==> src/design/rds_pkg.sv <==
// Register map, field positions, reset values and state types of the redriver register bank.
package rds_pkg;

	// Seven-bit serial target address of the register port.
	localparam logic [6:0] RDS_TGT_ADDR = 7'h44;

	// Register offsets.
	localparam logic [7:0] RDS_OFF_MODE = 8'h0a;
	localparam logic [7:0] RDS_OFF_TXEQ = 8'h0b;
	localparam logic [7:0] RDS_OFF_EQ01 = 8'h10;
	localparam logic [7:0] RDS_OFF_EQ23 = 8'h11;
	localparam logic [7:0] RDS_OFF_SNOOP = 8'h12;
	localparam logic [7:0] RDS_OFF_LANE = 8'h13;

	// Reset values.
	localparam logic [7:0] RDS_RST_MODE = 8'h01;
	localparam logic [7:0] RDS_RST_TXEQ = 8'h6c;
	localparam logic [7:0] RDS_RST_EQ = 8'h00;
	localparam logic [7:0] RDS_RST_LANE = 8'h00;
	localparam logic [1:0] RDS_RST_PWR = 2'h0;
	localparam logic [4:0] RDS_RST_CNT = 5'h00;

	// Mode register fields.
	localparam int RDS_MODE_LIMITED = 7;
	localparam int RDS_MODE_EQREG = 4;
	localparam logic [7:0] RDS_MODE_WMASK = 8'hbf;

	// Transmit shaping and debug routing fields.
	localparam int RDS_TX_PRE_HI = 7;
	localparam int RDS_TX_PRE_EN = 5;
	localparam int RDS_TX_POST_HI = 4;
	localparam int RDS_TX_POST_EN = 2;

	// Lane control register fields.
	localparam int RDS_LANE_SNOOP_OFF = 7;
	localparam logic [7:0] RDS_LANE_WMASK = 8'hbf;

	// Observed sink addresses and the powered-up sink state.
	localparam logic [19:0] RDS_DPCD_POWER = 20'h00600;
	localparam logic [19:0] RDS_DPCD_LANES = 20'h00101;
	localparam logic [1:0] RDS_PWR_ON = 2'h1;

	// Path mode encodings.
	localparam logic [1:0] RDS_PATH_USB_DP2 = 2'h3;

	// Serial target states.
	typedef enum logic [3:0] {
		RDS_ST_IDLE,
		RDS_ST_ADDR,
		RDS_ST_ACK_ADDR,
		RDS_ST_PTR,
		RDS_ST_ACK_PTR,
		RDS_ST_WR,
		RDS_ST_ACK_WR,
		RDS_ST_RD,
		RDS_ST_RD_ACK
	} rds_i2c_state_t;

endpackage

==> src/design/rds_i2c_target.sv <==
// Serial two-wire target that turns bus traffic into register writes and reads.
`timescale 1ns/1ps
module rds_i2c_target (
	input wire logic mclk,
	input wire logic resetn,
	input wire logic scl,
	input wire logic sda_i,
	output logic sda_oe,
	output logic [7:0] ptr,
	input wire logic [7:0] rd_data,
	output logic wr_pulse,
	output logic [7:0] wr_data
);
	import rds_pkg::*;

	rds_i2c_state_t state_reg; // Transfer state.
	logic scl_d_reg; // Previous clock line level.
	logic sda_d_reg; // Previous data line level.
	logic [7:0] sh_reg; // Shift register for both directions.
	logic [3:0] bits_reg; // Bits moved in the current byte.
	logic rw_reg; // High when the controller reads.
	logic nack_reg; // Controller refused the last read byte.
	logic scl_rise;
	logic scl_fall;
	logic start_seen;
	logic stop_seen;

	// Edges and bus conditions from one cycle of history.
	assign scl_rise = scl && !scl_d_reg;
	assign scl_fall = !scl && scl_d_reg;
	assign start_seen = scl && scl_d_reg && sda_d_reg && !sda_i;
	assign stop_seen = scl && scl_d_reg && !sda_d_reg && sda_i;

	// Line history.
	always_ff @(posedge mclk or negedge resetn) begin
		if (!resetn) begin
			scl_d_reg <= 1'b1;
			sda_d_reg <= 1'b1;
		end else begin
			scl_d_reg <= scl;
			sda_d_reg <= sda_i;
		end
	end

	// Protocol engine: address, pointer, then data bytes with auto increment.
	always_ff @(posedge mclk or negedge resetn) begin
		if (!resetn) begin
			state_reg <= RDS_ST_IDLE;
			sh_reg <= 8'h00;
			bits_reg <= 4'h0;
			rw_reg <= 1'b0;
			nack_reg <= 1'b0;
			sda_oe <= 1'b0;
			ptr <= 8'h00;
			wr_pulse <= 1'b0;
			wr_data <= 8'h00;
		end else begin
			wr_pulse <= 1'b0;
			if (start_seen) begin
				// A start or repeated start always restarts addressing.
				state_reg <= RDS_ST_ADDR;
				bits_reg <= 4'h0;
				sda_oe <= 1'b0;
			end else if (stop_seen) begin
				state_reg <= RDS_ST_IDLE;
				sda_oe <= 1'b0;
			end else begin
				case (state_reg)
					RDS_ST_ADDR, RDS_ST_PTR, RDS_ST_WR: begin
						if (scl_rise) begin
							sh_reg <= {sh_reg[6:0], sda_i};
							bits_reg <= bits_reg + 4'h1;
						end else if (scl_fall && bits_reg == 4'h8) begin
							sda_oe <= 1'b1;
							if (state_reg == RDS_ST_ADDR) begin
								// Another target's address leaves the bus alone.
								if (sh_reg[7:1] == RDS_TGT_ADDR) begin
									rw_reg <= sh_reg[0];
									state_reg <= RDS_ST_ACK_ADDR;
								end else begin
									sda_oe <= 1'b0;
									state_reg <= RDS_ST_IDLE;
								end
							end else if (state_reg == RDS_ST_PTR) begin
								ptr <= sh_reg;
								state_reg <= RDS_ST_ACK_PTR;
							end else begin
								wr_pulse <= 1'b1;
								wr_data <= sh_reg;
								state_reg <= RDS_ST_ACK_WR;
							end
						end
					end
					RDS_ST_ACK_ADDR, RDS_ST_ACK_PTR, RDS_ST_ACK_WR: begin
						if (scl_fall) begin
							bits_reg <= 4'h0;
							sda_oe <= 1'b0;
							if (state_reg == RDS_ST_ACK_WR) begin
								ptr <= ptr + 8'h01;
								state_reg <= RDS_ST_WR;
							end else if (state_reg == RDS_ST_ACK_PTR) begin
								state_reg <= RDS_ST_WR;
							end else if (rw_reg) begin
								// First read byte comes from the current pointer.
								sh_reg <= rd_data;
								sda_oe <= !rd_data[7];
								ptr <= ptr + 8'h01;
								state_reg <= RDS_ST_RD;
							end else begin
								state_reg <= RDS_ST_PTR;
							end
						end
					end
					RDS_ST_RD: begin
						if (scl_rise) begin
							bits_reg <= bits_reg + 4'h1;
						end else if (scl_fall) begin
							if (bits_reg == 4'h8) begin
								sda_oe <= 1'b0;
								state_reg <= RDS_ST_RD_ACK;
							end else begin
								sda_oe <= !sh_reg[6];
								sh_reg <= {sh_reg[6:0], 1'b0};
							end
						end
					end
					RDS_ST_RD_ACK: begin
						if (scl_rise) begin
							nack_reg <= sda_i;
						end else if (scl_fall) begin
							bits_reg <= 4'h0;
							if (nack_reg) begin
								state_reg <= RDS_ST_IDLE;
							end else begin
								sh_reg <= rd_data;
								sda_oe <= !rd_data[7];
								ptr <= ptr + 8'h01;
								state_reg <= RDS_ST_RD;
							end
						end
					end
					default: begin
						sda_oe <= 1'b0;
					end
				endcase
			end
		end
	end

endmodule

==> src/design/rds_regs.sv <==
// Redriver configuration and snoop status register bank behind a two-wire target port.
`timescale 1ns/1ps

module rds_regs (
	input wire logic mclk,
	input wire logic resetn,
	input wire logic scl,
	input wire logic sda_i,
	output logic sda_o,
	output logic sda_oe,
	input wire logic [1:0] eq_strap_pins,
	input wire logic aux_wr_valid,
	input wire logic [19:0] aux_wr_addr,
	input wire logic [7:0] aux_wr_data,
	output logic [1:0] precursor_level,
	output logic precursor_on,
	output logic [1:0] postcursor_level,
	output logic postcursor_on,
	output logic [1:0] debug_route_ctrl,
	output logic limited_mode_select,
	output logic eq_from_registers,
	output logic [1:0] path_mode_select,
	output logic [3:0] lane0_eq_code,
	output logic [3:0] lane1_eq_code,
	output logic [3:0] lane2_eq_code,
	output logic [3:0] lane3_eq_code,
	output logic [3:0] lane_enable
);
	import rds_pkg::*;

	logic [7:0] mode_reg; // Path mode, equalization source and transmitter mode.
	logic [7:0] txeq_reg; // Transmit shaping and debug routing.
	logic [7:0] eq01_reg; // Lane 0 and 1 equalization codes.
	logic [7:0] eq23_reg; // Lane 2 and 3 equalization codes.
	logic [1:0] pwr_reg; // Captured sink power state.
	logic [4:0] cnt_reg; // Captured lane count.
	logic [7:0] lane_reg; // Snoop disable and per-lane off bits.
	logic [1:0] strap_reg; // Strap level caught after reset.
	logic strap_done_reg; // High once the strap level is caught.
	logic dp_on_d_reg; // Previous display path bit, for edge detection.
	logic [7:0] ptr;
	logic [7:0] rd_data;
	logic wr_pulse;
	logic [7:0] wr_data;
	logic [7:0] strap_code;
	logic dp_on;
	logic snoop_on;
	logic [3:0] lane_next;
	logic [3:0] dp_allowed;

	assign strap_code = {2'h0, strap_reg, 2'h0, strap_reg};
	assign dp_on = mode_reg[1];
	assign snoop_on = !lane_reg[RDS_LANE_SNOOP_OFF];

	// The serial port turns bus bytes into register traffic.
	rds_i2c_target u_port (
		.mclk(mclk),
		.resetn(resetn),
		.scl(scl),
		.sda_i(sda_i),
		.sda_oe(sda_oe),
		.ptr(ptr),
		.rd_data(rd_data),
		.wr_pulse(wr_pulse),
		.wr_data(wr_data)
	);

	// The data line is open drain, so only a low level is ever driven.
	always_ff @(posedge mclk or negedge resetn) begin
		if (!resetn) begin
			sda_o <= 1'b0;
		end else begin
			sda_o <= 1'b0;
		end
	end

	always_ff @(posedge mclk or negedge resetn) begin
		if (!resetn) begin
			strap_reg <= 2'h0;
			strap_done_reg <= 1'b0;
		end else if (!strap_done_reg) begin
			strap_reg <= eq_strap_pins;
			strap_done_reg <= 1'b1;
		end
	end

	// mode register writes, reserved bit 6 stays zero.
	always_ff @(posedge mclk or negedge resetn) begin
		if (!resetn) begin
			mode_reg <= RDS_RST_MODE;
		end else if (wr_pulse && ptr == RDS_OFF_MODE) begin
			mode_reg <= wr_data & RDS_MODE_WMASK;
		end
	end

	always_ff @(posedge mclk or negedge resetn) begin
		if (!resetn) begin
			txeq_reg <= RDS_RST_TXEQ;
		end else if (wr_pulse && ptr == RDS_OFF_TXEQ) begin
			txeq_reg <= wr_data;
		end
	end

	// lane control writes, reserved bit 6 stays zero.
	always_ff @(posedge mclk or negedge resetn) begin
		if (!resetn) begin
			lane_reg <= RDS_RST_LANE;
		end else if (wr_pulse && ptr == RDS_OFF_LANE) begin
			lane_reg <= wr_data & RDS_LANE_WMASK;
		end
	end

	// equalization fields: straps mirrored, or software codes kept.
	always_ff @(posedge mclk or negedge resetn) begin
		if (!resetn) begin
			eq01_reg <= RDS_RST_EQ;
			eq23_reg <= RDS_RST_EQ;
		end else if (!mode_reg[RDS_MODE_EQREG]) begin
			// Hardware owns the fields, so software writes are lost here.
			eq01_reg <= strap_code;
			eq23_reg <= strap_code;
		end else if (wr_pulse && ptr == RDS_OFF_EQ01) begin
			eq01_reg <= wr_data;
		end else if (wr_pulse && ptr == RDS_OFF_EQ23) begin
			eq23_reg <= wr_data;
		end
	end

	// snoop capture; a capture beats the clear in the same cycle.
	always_ff @(posedge mclk or negedge resetn) begin
		if (!resetn) begin
			pwr_reg <= RDS_RST_PWR;
			cnt_reg <= RDS_RST_CNT;
			dp_on_d_reg <= 1'b0;
		end else begin
			dp_on_d_reg <= dp_on;
			if (dp_on_d_reg && !dp_on) begin
				pwr_reg <= RDS_RST_PWR;
				cnt_reg <= RDS_RST_CNT;
			end
			if (aux_wr_valid && aux_wr_addr == RDS_DPCD_POWER) begin
				pwr_reg <= aux_wr_data[1:0];
			end
			if (aux_wr_valid && aux_wr_addr == RDS_DPCD_LANES) begin
				cnt_reg <= aux_wr_data[4:0];
			end
		end
	end

	// register read mux; status reads back bit 7 as zero.
	always_comb begin
		if (ptr == RDS_OFF_MODE) begin
			rd_data = mode_reg;
		end else if (ptr == RDS_OFF_TXEQ) begin
			rd_data = txeq_reg;
		end else if (ptr == RDS_OFF_EQ01) begin
			rd_data = eq01_reg;
		end else if (ptr == RDS_OFF_EQ23) begin
			rd_data = eq23_reg;
		end else if (ptr == RDS_OFF_SNOOP) begin
			rd_data = {1'b0, pwr_reg, cnt_reg};
		end else if (ptr == RDS_OFF_LANE) begin
			rd_data = lane_reg;
		end else begin
			// Unmapped offsets read as zero.
			rd_data = 8'h00;
		end
	end

	// lane enables from snoop or from per-lane off bits.
	always_comb begin
		// The shared mode leaves only the two lower lanes to the display path.
		dp_allowed = (mode_reg[1:0] == RDS_PATH_USB_DP2) ? 4'h3 : 4'hf;
		lane_next = 4'h0;
		for (int i = 0; i < 4; i++) begin
			if (snoop_on) begin
				lane_next[i] = (cnt_reg > 5'(i)) && (pwr_reg == RDS_PWR_ON);
			end else begin
				lane_next[i] = !lane_reg[i];
			end
		end
		if (!dp_on) begin
			lane_next = 4'h0;
		end else begin
			lane_next = lane_next & dp_allowed;
		end
	end

	always_ff @(posedge mclk or negedge resetn) begin
		if (!resetn) begin
			precursor_level <= 2'h0;
			precursor_on <= 1'b0;
			postcursor_level <= 2'h0;
			postcursor_on <= 1'b0;
			debug_route_ctrl <= 2'h0;
			limited_mode_select <= 1'b0;
			eq_from_registers <= 1'b0;
			path_mode_select <= 2'h0;
		end else begin
			precursor_level <= txeq_reg[RDS_TX_PRE_HI -: 2];
			precursor_on <= txeq_reg[RDS_TX_PRE_EN] && mode_reg[RDS_MODE_LIMITED];
			postcursor_level <= txeq_reg[RDS_TX_POST_HI -: 2];
			postcursor_on <= txeq_reg[RDS_TX_POST_EN] && mode_reg[RDS_MODE_LIMITED];
			debug_route_ctrl <= txeq_reg[1:0];
			limited_mode_select <= mode_reg[RDS_MODE_LIMITED];
			eq_from_registers <= mode_reg[RDS_MODE_EQREG];
			path_mode_select <= mode_reg[1:0];
		end
	end

	always_ff @(posedge mclk or negedge resetn) begin
		if (!resetn) begin
			lane0_eq_code <= 4'h0;
			lane1_eq_code <= 4'h0;
			lane2_eq_code <= 4'h0;
			lane3_eq_code <= 4'h0;
			lane_enable <= 4'h0;
		end else begin
			lane0_eq_code <= eq01_reg[3:0];
			lane1_eq_code <= eq01_reg[7:4];
			lane2_eq_code <= eq23_reg[3:0];
			lane3_eq_code <= eq23_reg[7:4];
			lane_enable <= lane_next;
		end
	end

	// Checks follow.
	property p_txeq_reset;
		@(posedge mclk) disable iff (!resetn)
		!strap_done_reg |-> txeq_reg == RDS_RST_TXEQ && eq01_reg == 8'h00;
	endproperty
	a_txeq_reset: assert property (p_txeq_reset) else $error("shaping reset value wrong");

	property p_pre_gate;
		@(posedge mclk) disable iff (!resetn)
		##1 precursor_on == ($past(txeq_reg[5]) && $past(mode_reg[7]));
	endproperty
	a_pre_gate: assert property (p_pre_gate) else $error("pre-cursor gating wrong");

	property p_post_gate;
		@(posedge mclk) disable iff (!resetn)
		!mode_reg[7] |=> !postcursor_on;
	endproperty
	a_post_gate: assert property (p_post_gate) else $error("post-cursor on in linear mode");

	property p_strap_mirror;
		@(posedge mclk) disable iff (!resetn)
		strap_done_reg && !mode_reg[4] |=> eq23_reg[7:4] == {2'h0, strap_reg};
	endproperty
	a_strap_mirror: assert property (p_strap_mirror) else $error("lane code not strap");

	property p_sw_code;
		@(posedge mclk) disable iff (!resetn)
		wr_pulse && ptr == 8'h10 && mode_reg[4] |=> eq01_reg == $past(wr_data) ##1
			lane1_eq_code == eq01_reg[7:4];
	endproperty
	a_sw_code: assert property (p_sw_code) else $error("software lane code not applied");

	property p_pwr_capture;
		@(posedge mclk) disable iff (!resetn)
		aux_wr_valid && aux_wr_addr == 20'h00600 |=> pwr_reg == $past(aux_wr_data[1:0]);
	endproperty
	a_pwr_capture: assert property (p_pwr_capture) else $error("power state not captured");

	property p_clear_on_off;
		@(posedge mclk) disable iff (!resetn)
		dp_on_d_reg && !dp_on && !aux_wr_valid |=> pwr_reg == 2'h0 && cnt_reg == 5'h00;
	endproperty
	a_clear_on_off: assert property (p_clear_on_off) else $error("snoop fields not cleared");

	property p_snoop_lanes;
		@(posedge mclk) disable iff (!resetn)
		snoop_on && mode_reg[1:0] == 2'h2 && cnt_reg == 5'h2 && pwr_reg == 2'h1
			|=> lane_enable == 4'h3;
	endproperty
	a_snoop_lanes: assert property (p_snoop_lanes) else $error("snooped lanes wrong");

	property p_reg_lanes;
		@(posedge mclk) disable iff (!resetn)
		!snoop_on && mode_reg[1:0] == 2'h2 |=> lane_enable == ~$past(lane_reg[3:0]);
	endproperty
	a_reg_lanes: assert property (p_reg_lanes) else $error("register lanes wrong");

	property p_status_msb;
		@(posedge mclk) disable iff (!resetn)
		ptr == 8'h12 |-> rd_data[7] == 1'b0;
	endproperty
	a_status_msb: assert property (p_status_msb) else $error("status bit 7 not zero");

endmodule

==> config.mk <==
export PLATFORM = sky130hd
export DESIGN_NAME = rds_regs
export DESIGN_NICKNAME = d
export VERILOG_FILES = /design/src/design/rds_pkg.sv /design/src/design/rds_i2c_target.sv /design/src/design/rds_regs.sv
export SDC_FILE = /design/constraint.sdc
export NUM_CORES = 1
export LEC_CHECK = 0
export BUFFER_PORTS_ARGS = -buffer_cell sky130_fd_sc_hd__buf_2
export CAP_MARGIN = 10
export CORE_UTILIZATION = 26
export DETAILED_ROUTE_END_ITERATION = 16
export PLACE_DENSITY = 0.46
export SYNTH_ARGS = -nofsm -noshare
export SYNTH_HDL_FRONTEND = slang
export SYNTH_SLANG_ARGS = --single-unit
==> constraint.sdc <==
create_clock -name mclk -period 6 [get_ports mclk]
set_clock_uncertainty 0.2 [all_clocks]
set_input_delay 0.3 -clock mclk [delete_from_list [all_inputs] [get_ports mclk]]
set_output_delay 0.3 -clock mclk [all_outputs]
set_load 0.05 [all_outputs]
==> impl_results.md <==
- Run status: complete, no violations
- Endpoint class of the critical path: flop
- Mapped Cells: 541
- Area growth from synthesis to layout: 20.7%
- N_diodes: 0
- Final period utilization: 57.5%
- Worst EP required: 6070 ps
- Metal-1 WL: 7350 um
- Cell area power density: 433 nW/um2
- Finished Layout Cells: 897
- LEAKAGE: 3.16 nW
- GRT overflow: 0
- Post-Route WL: 15,100 um
- CP arrival: 3510 ps
- GRT Util Overall: 14.1%
- Max VDD drop: 0.000243 V
- Vias: 4,480
- Fmax: 290 MHz
- Most frequent cell after synthesis: dfrtp_1
- Post-CTS resize count: 0
- Num CTS Buffers: 17
- Critical Path Fanout Max: 12
- Max-slew headroom: 35.5%
- Distinct cells, synth: 71
- Post-CTS Setup Inserts: 0
- Root Buffer: clkbuf_16
- Post-layout util: 32.0%
- Yosys reg bits: 118
- Worst-Skew Late Latency: 420 ps
- Wire length on met3: 642 um
- Final instance area: 6980 um2
- Setup TNS: 0 ps
- Htree depth: 4
- DRT Pass-1 Iters: 6
- Chip Height: 151 um
- Area leader, netlist: dfrtp_1
- Clock buffer depth: 2
- Width of the die: 151 um
- YS warnings: 0
- Fillers: 2,233
- Max_cap viols: 0
- Ys async rst share: 100%
- Final hold vios: 0
- Final setup margin: 2550 ps
- Vias/cell: 4.99
- WL/cell: 16.8 um
- Worst Hold Slack: 91.0 ps
- Detail Route met2 WL: 6880 um
- Critical path class: flop to flop
- Post-synth EDFFs: 0
- Top post-synthesis cells by count: 111 x dfrtp_1, 51 x nand2_1, 39 x a21oi_1, 39 x mux2_2, 31 x o21ai_0
- CTS tree: done
- Hold_buf cts: 10
- Total power: 3.03 mW
- DR top layer: met4
- Share of layout cells above drive strength 1: 25.9%
- Die Area: 22,900 um2
- Avg Cell Area, Syn: 10.7 um2
- Slew Viols, Final: 0
- Synthesized net count: 582
- Placement Rows: 54
- Post-synth top flop: dfrtp_1
- Initial antenna violation count: 0
- First-pass GRT wire length: 24,400 um
- Dpl cells: 855
- GP Congestion: 0.805
- Core ar.: 21,800 um2
- Starting Density: 26.5%
- Reg clk slew, reported paths: 60 ps
- Dpl hpwl: 10,200 um
- Pre-CTS WS: 2560 ps
- Drt drc: 0
- Hold/Removal Path Class: input pin to flop
- Post-synthesis sequential area ratio: 51.2%
- RSZ-0062 raised after global routing: no
- Pin count of the biggest net entering global routing: 64
- Slew at the pin closest to its max-slew limit: 964 ps
- Mapped Area: 5790 um2
- Placement Cell Area: 6290 um2
- Yosys top cell area share: 48.0%
- I/O pin cnt: 69
- Antenna-violating nets left: 0
- Vias in the first global route: 4,494
- CTS Sinks: 118
- Startpoint types: flop
- Final Net Count: 645
- DRT iter0 DRCs: 321
- Minimum clock period: 3450 ps
- Area contributors post-synth: dfrtp_1 48%, mux2_2 7.6%, a21oi_1 3.4%
- PortBufs: 64
- Final setup viols: 0
report_power, final:
group          internal, mW  total [mW]  switching (mW)
clock network         0.637        1.03           0.388
logic                 0.366       0.947           0.580
registers             0.891        1.05           0.164
total                  1.89        3.03            1.13
worst max-delay path, cell delays in order (launching register included):
cell and delay (ps):
dfrtp_1 400, or4_4 670, nor3b_2 820, nand4b_1 760, mux2i_1 360, a21oi_1 90
layout by cell type, fill, tap and decap left out, types with 3 or more instances in the layout:
cell type      count
a211oi_1           4
a21o_1             4
a21oi_1           39
a221oi_1           3
a22o_1             4
a31oi_1           13
and2_1             7
and3_1             4
buf_2             63
buf_4              3
clkbuf_16         17
clkinvlp_4         4
dfrtp_1          111
dfstp_2            7
dlygate4sd3_1     10
ha_1               6
inv_1             12
inv_6              4
mux2_2            39
mux2i_1           18
nand2_1           51
nand2b_1           9
nand3_1           14
nand3b_1           8
nand4_1            4
nor2_1            15
nor2b_1           18
nor3_1            14
nor4_1             4
o211ai_1           6
o21ai_0           31
o22a_1             3
o22ai_1            7
o41ai_1            3
path summary, 6_finish.rpt:
path,startpoint,end,slack (ps),cells after the start
max,u_port.ptr[7]$_DFFE_PN0P_,eq23_reg[1]$_DFFE_PN0P_,2550,5
min,aux_wr_addr[9],pwr_reg[1]$_DFFE_PN0P_,90,4
max reg2reg,u_port.ptr[7]$_DFFE_PN0P_,eq23_reg[1]$_DFFE_PN0P_,2550,5
min reg2reg,eq01_reg[3]$_DFFE_PN0P_,lane0_eq_code[3]$_DFF_PN0_,210,0
max in group asynchronous,resetn,u_port.ptr[4]$_DFFE_PN0P_,4030,3
min in group asynchronous,resetn,u_port.ptr[6]$_DFFE_PN0P_,330,2
logic make-up (layout without fill, tap and decap cells):
| kind of cell | after synthesis | after routing | share of synthesized area (%) |
|---|---|---|---|
| muxes | 59 | 59 | 11.2 |
| buffers and inverters | 44 | 120 | 4.00 |
| other | 2 | 2 | 0.130 |
| xor gates and xnor gates | 1 | 1 | 0.151 |
| and+or+nand+nor | 171 | 171 | 16.5 |
| DFF | 118 | 118 | 51.2 |
| AOI/OAI and AO/OA | 140 | 140 | 15.5 |
| adders and majority gates | 6 | 6 | 1.30 |
area by class of cell:
class / count / area [um2] / share of cell area [%]
Sequential cell: 118 / 2960 / 42.4
Inverter: 12 / 45.0 / 0.645
Clock inverter: 13 / 144 / 2.06
Clock buffer: 19 / 453 / 6.49
Tap cell: 280 / 350 / 5.02
Multi-Input combinational cell: 379 / 2590 / 37.1
Timing Repair Buffer: 76 / 438 / 6.27
routing by layer:
metal  global-route usage (%)  up-vias
met5                        0        -
li1                         -     2100
met2                     21.9      123
met3                     2.92       18
met4                     4.90        0
met1                     19.4     2239
No activity file was read; power rests on OpenSTA's default activity.
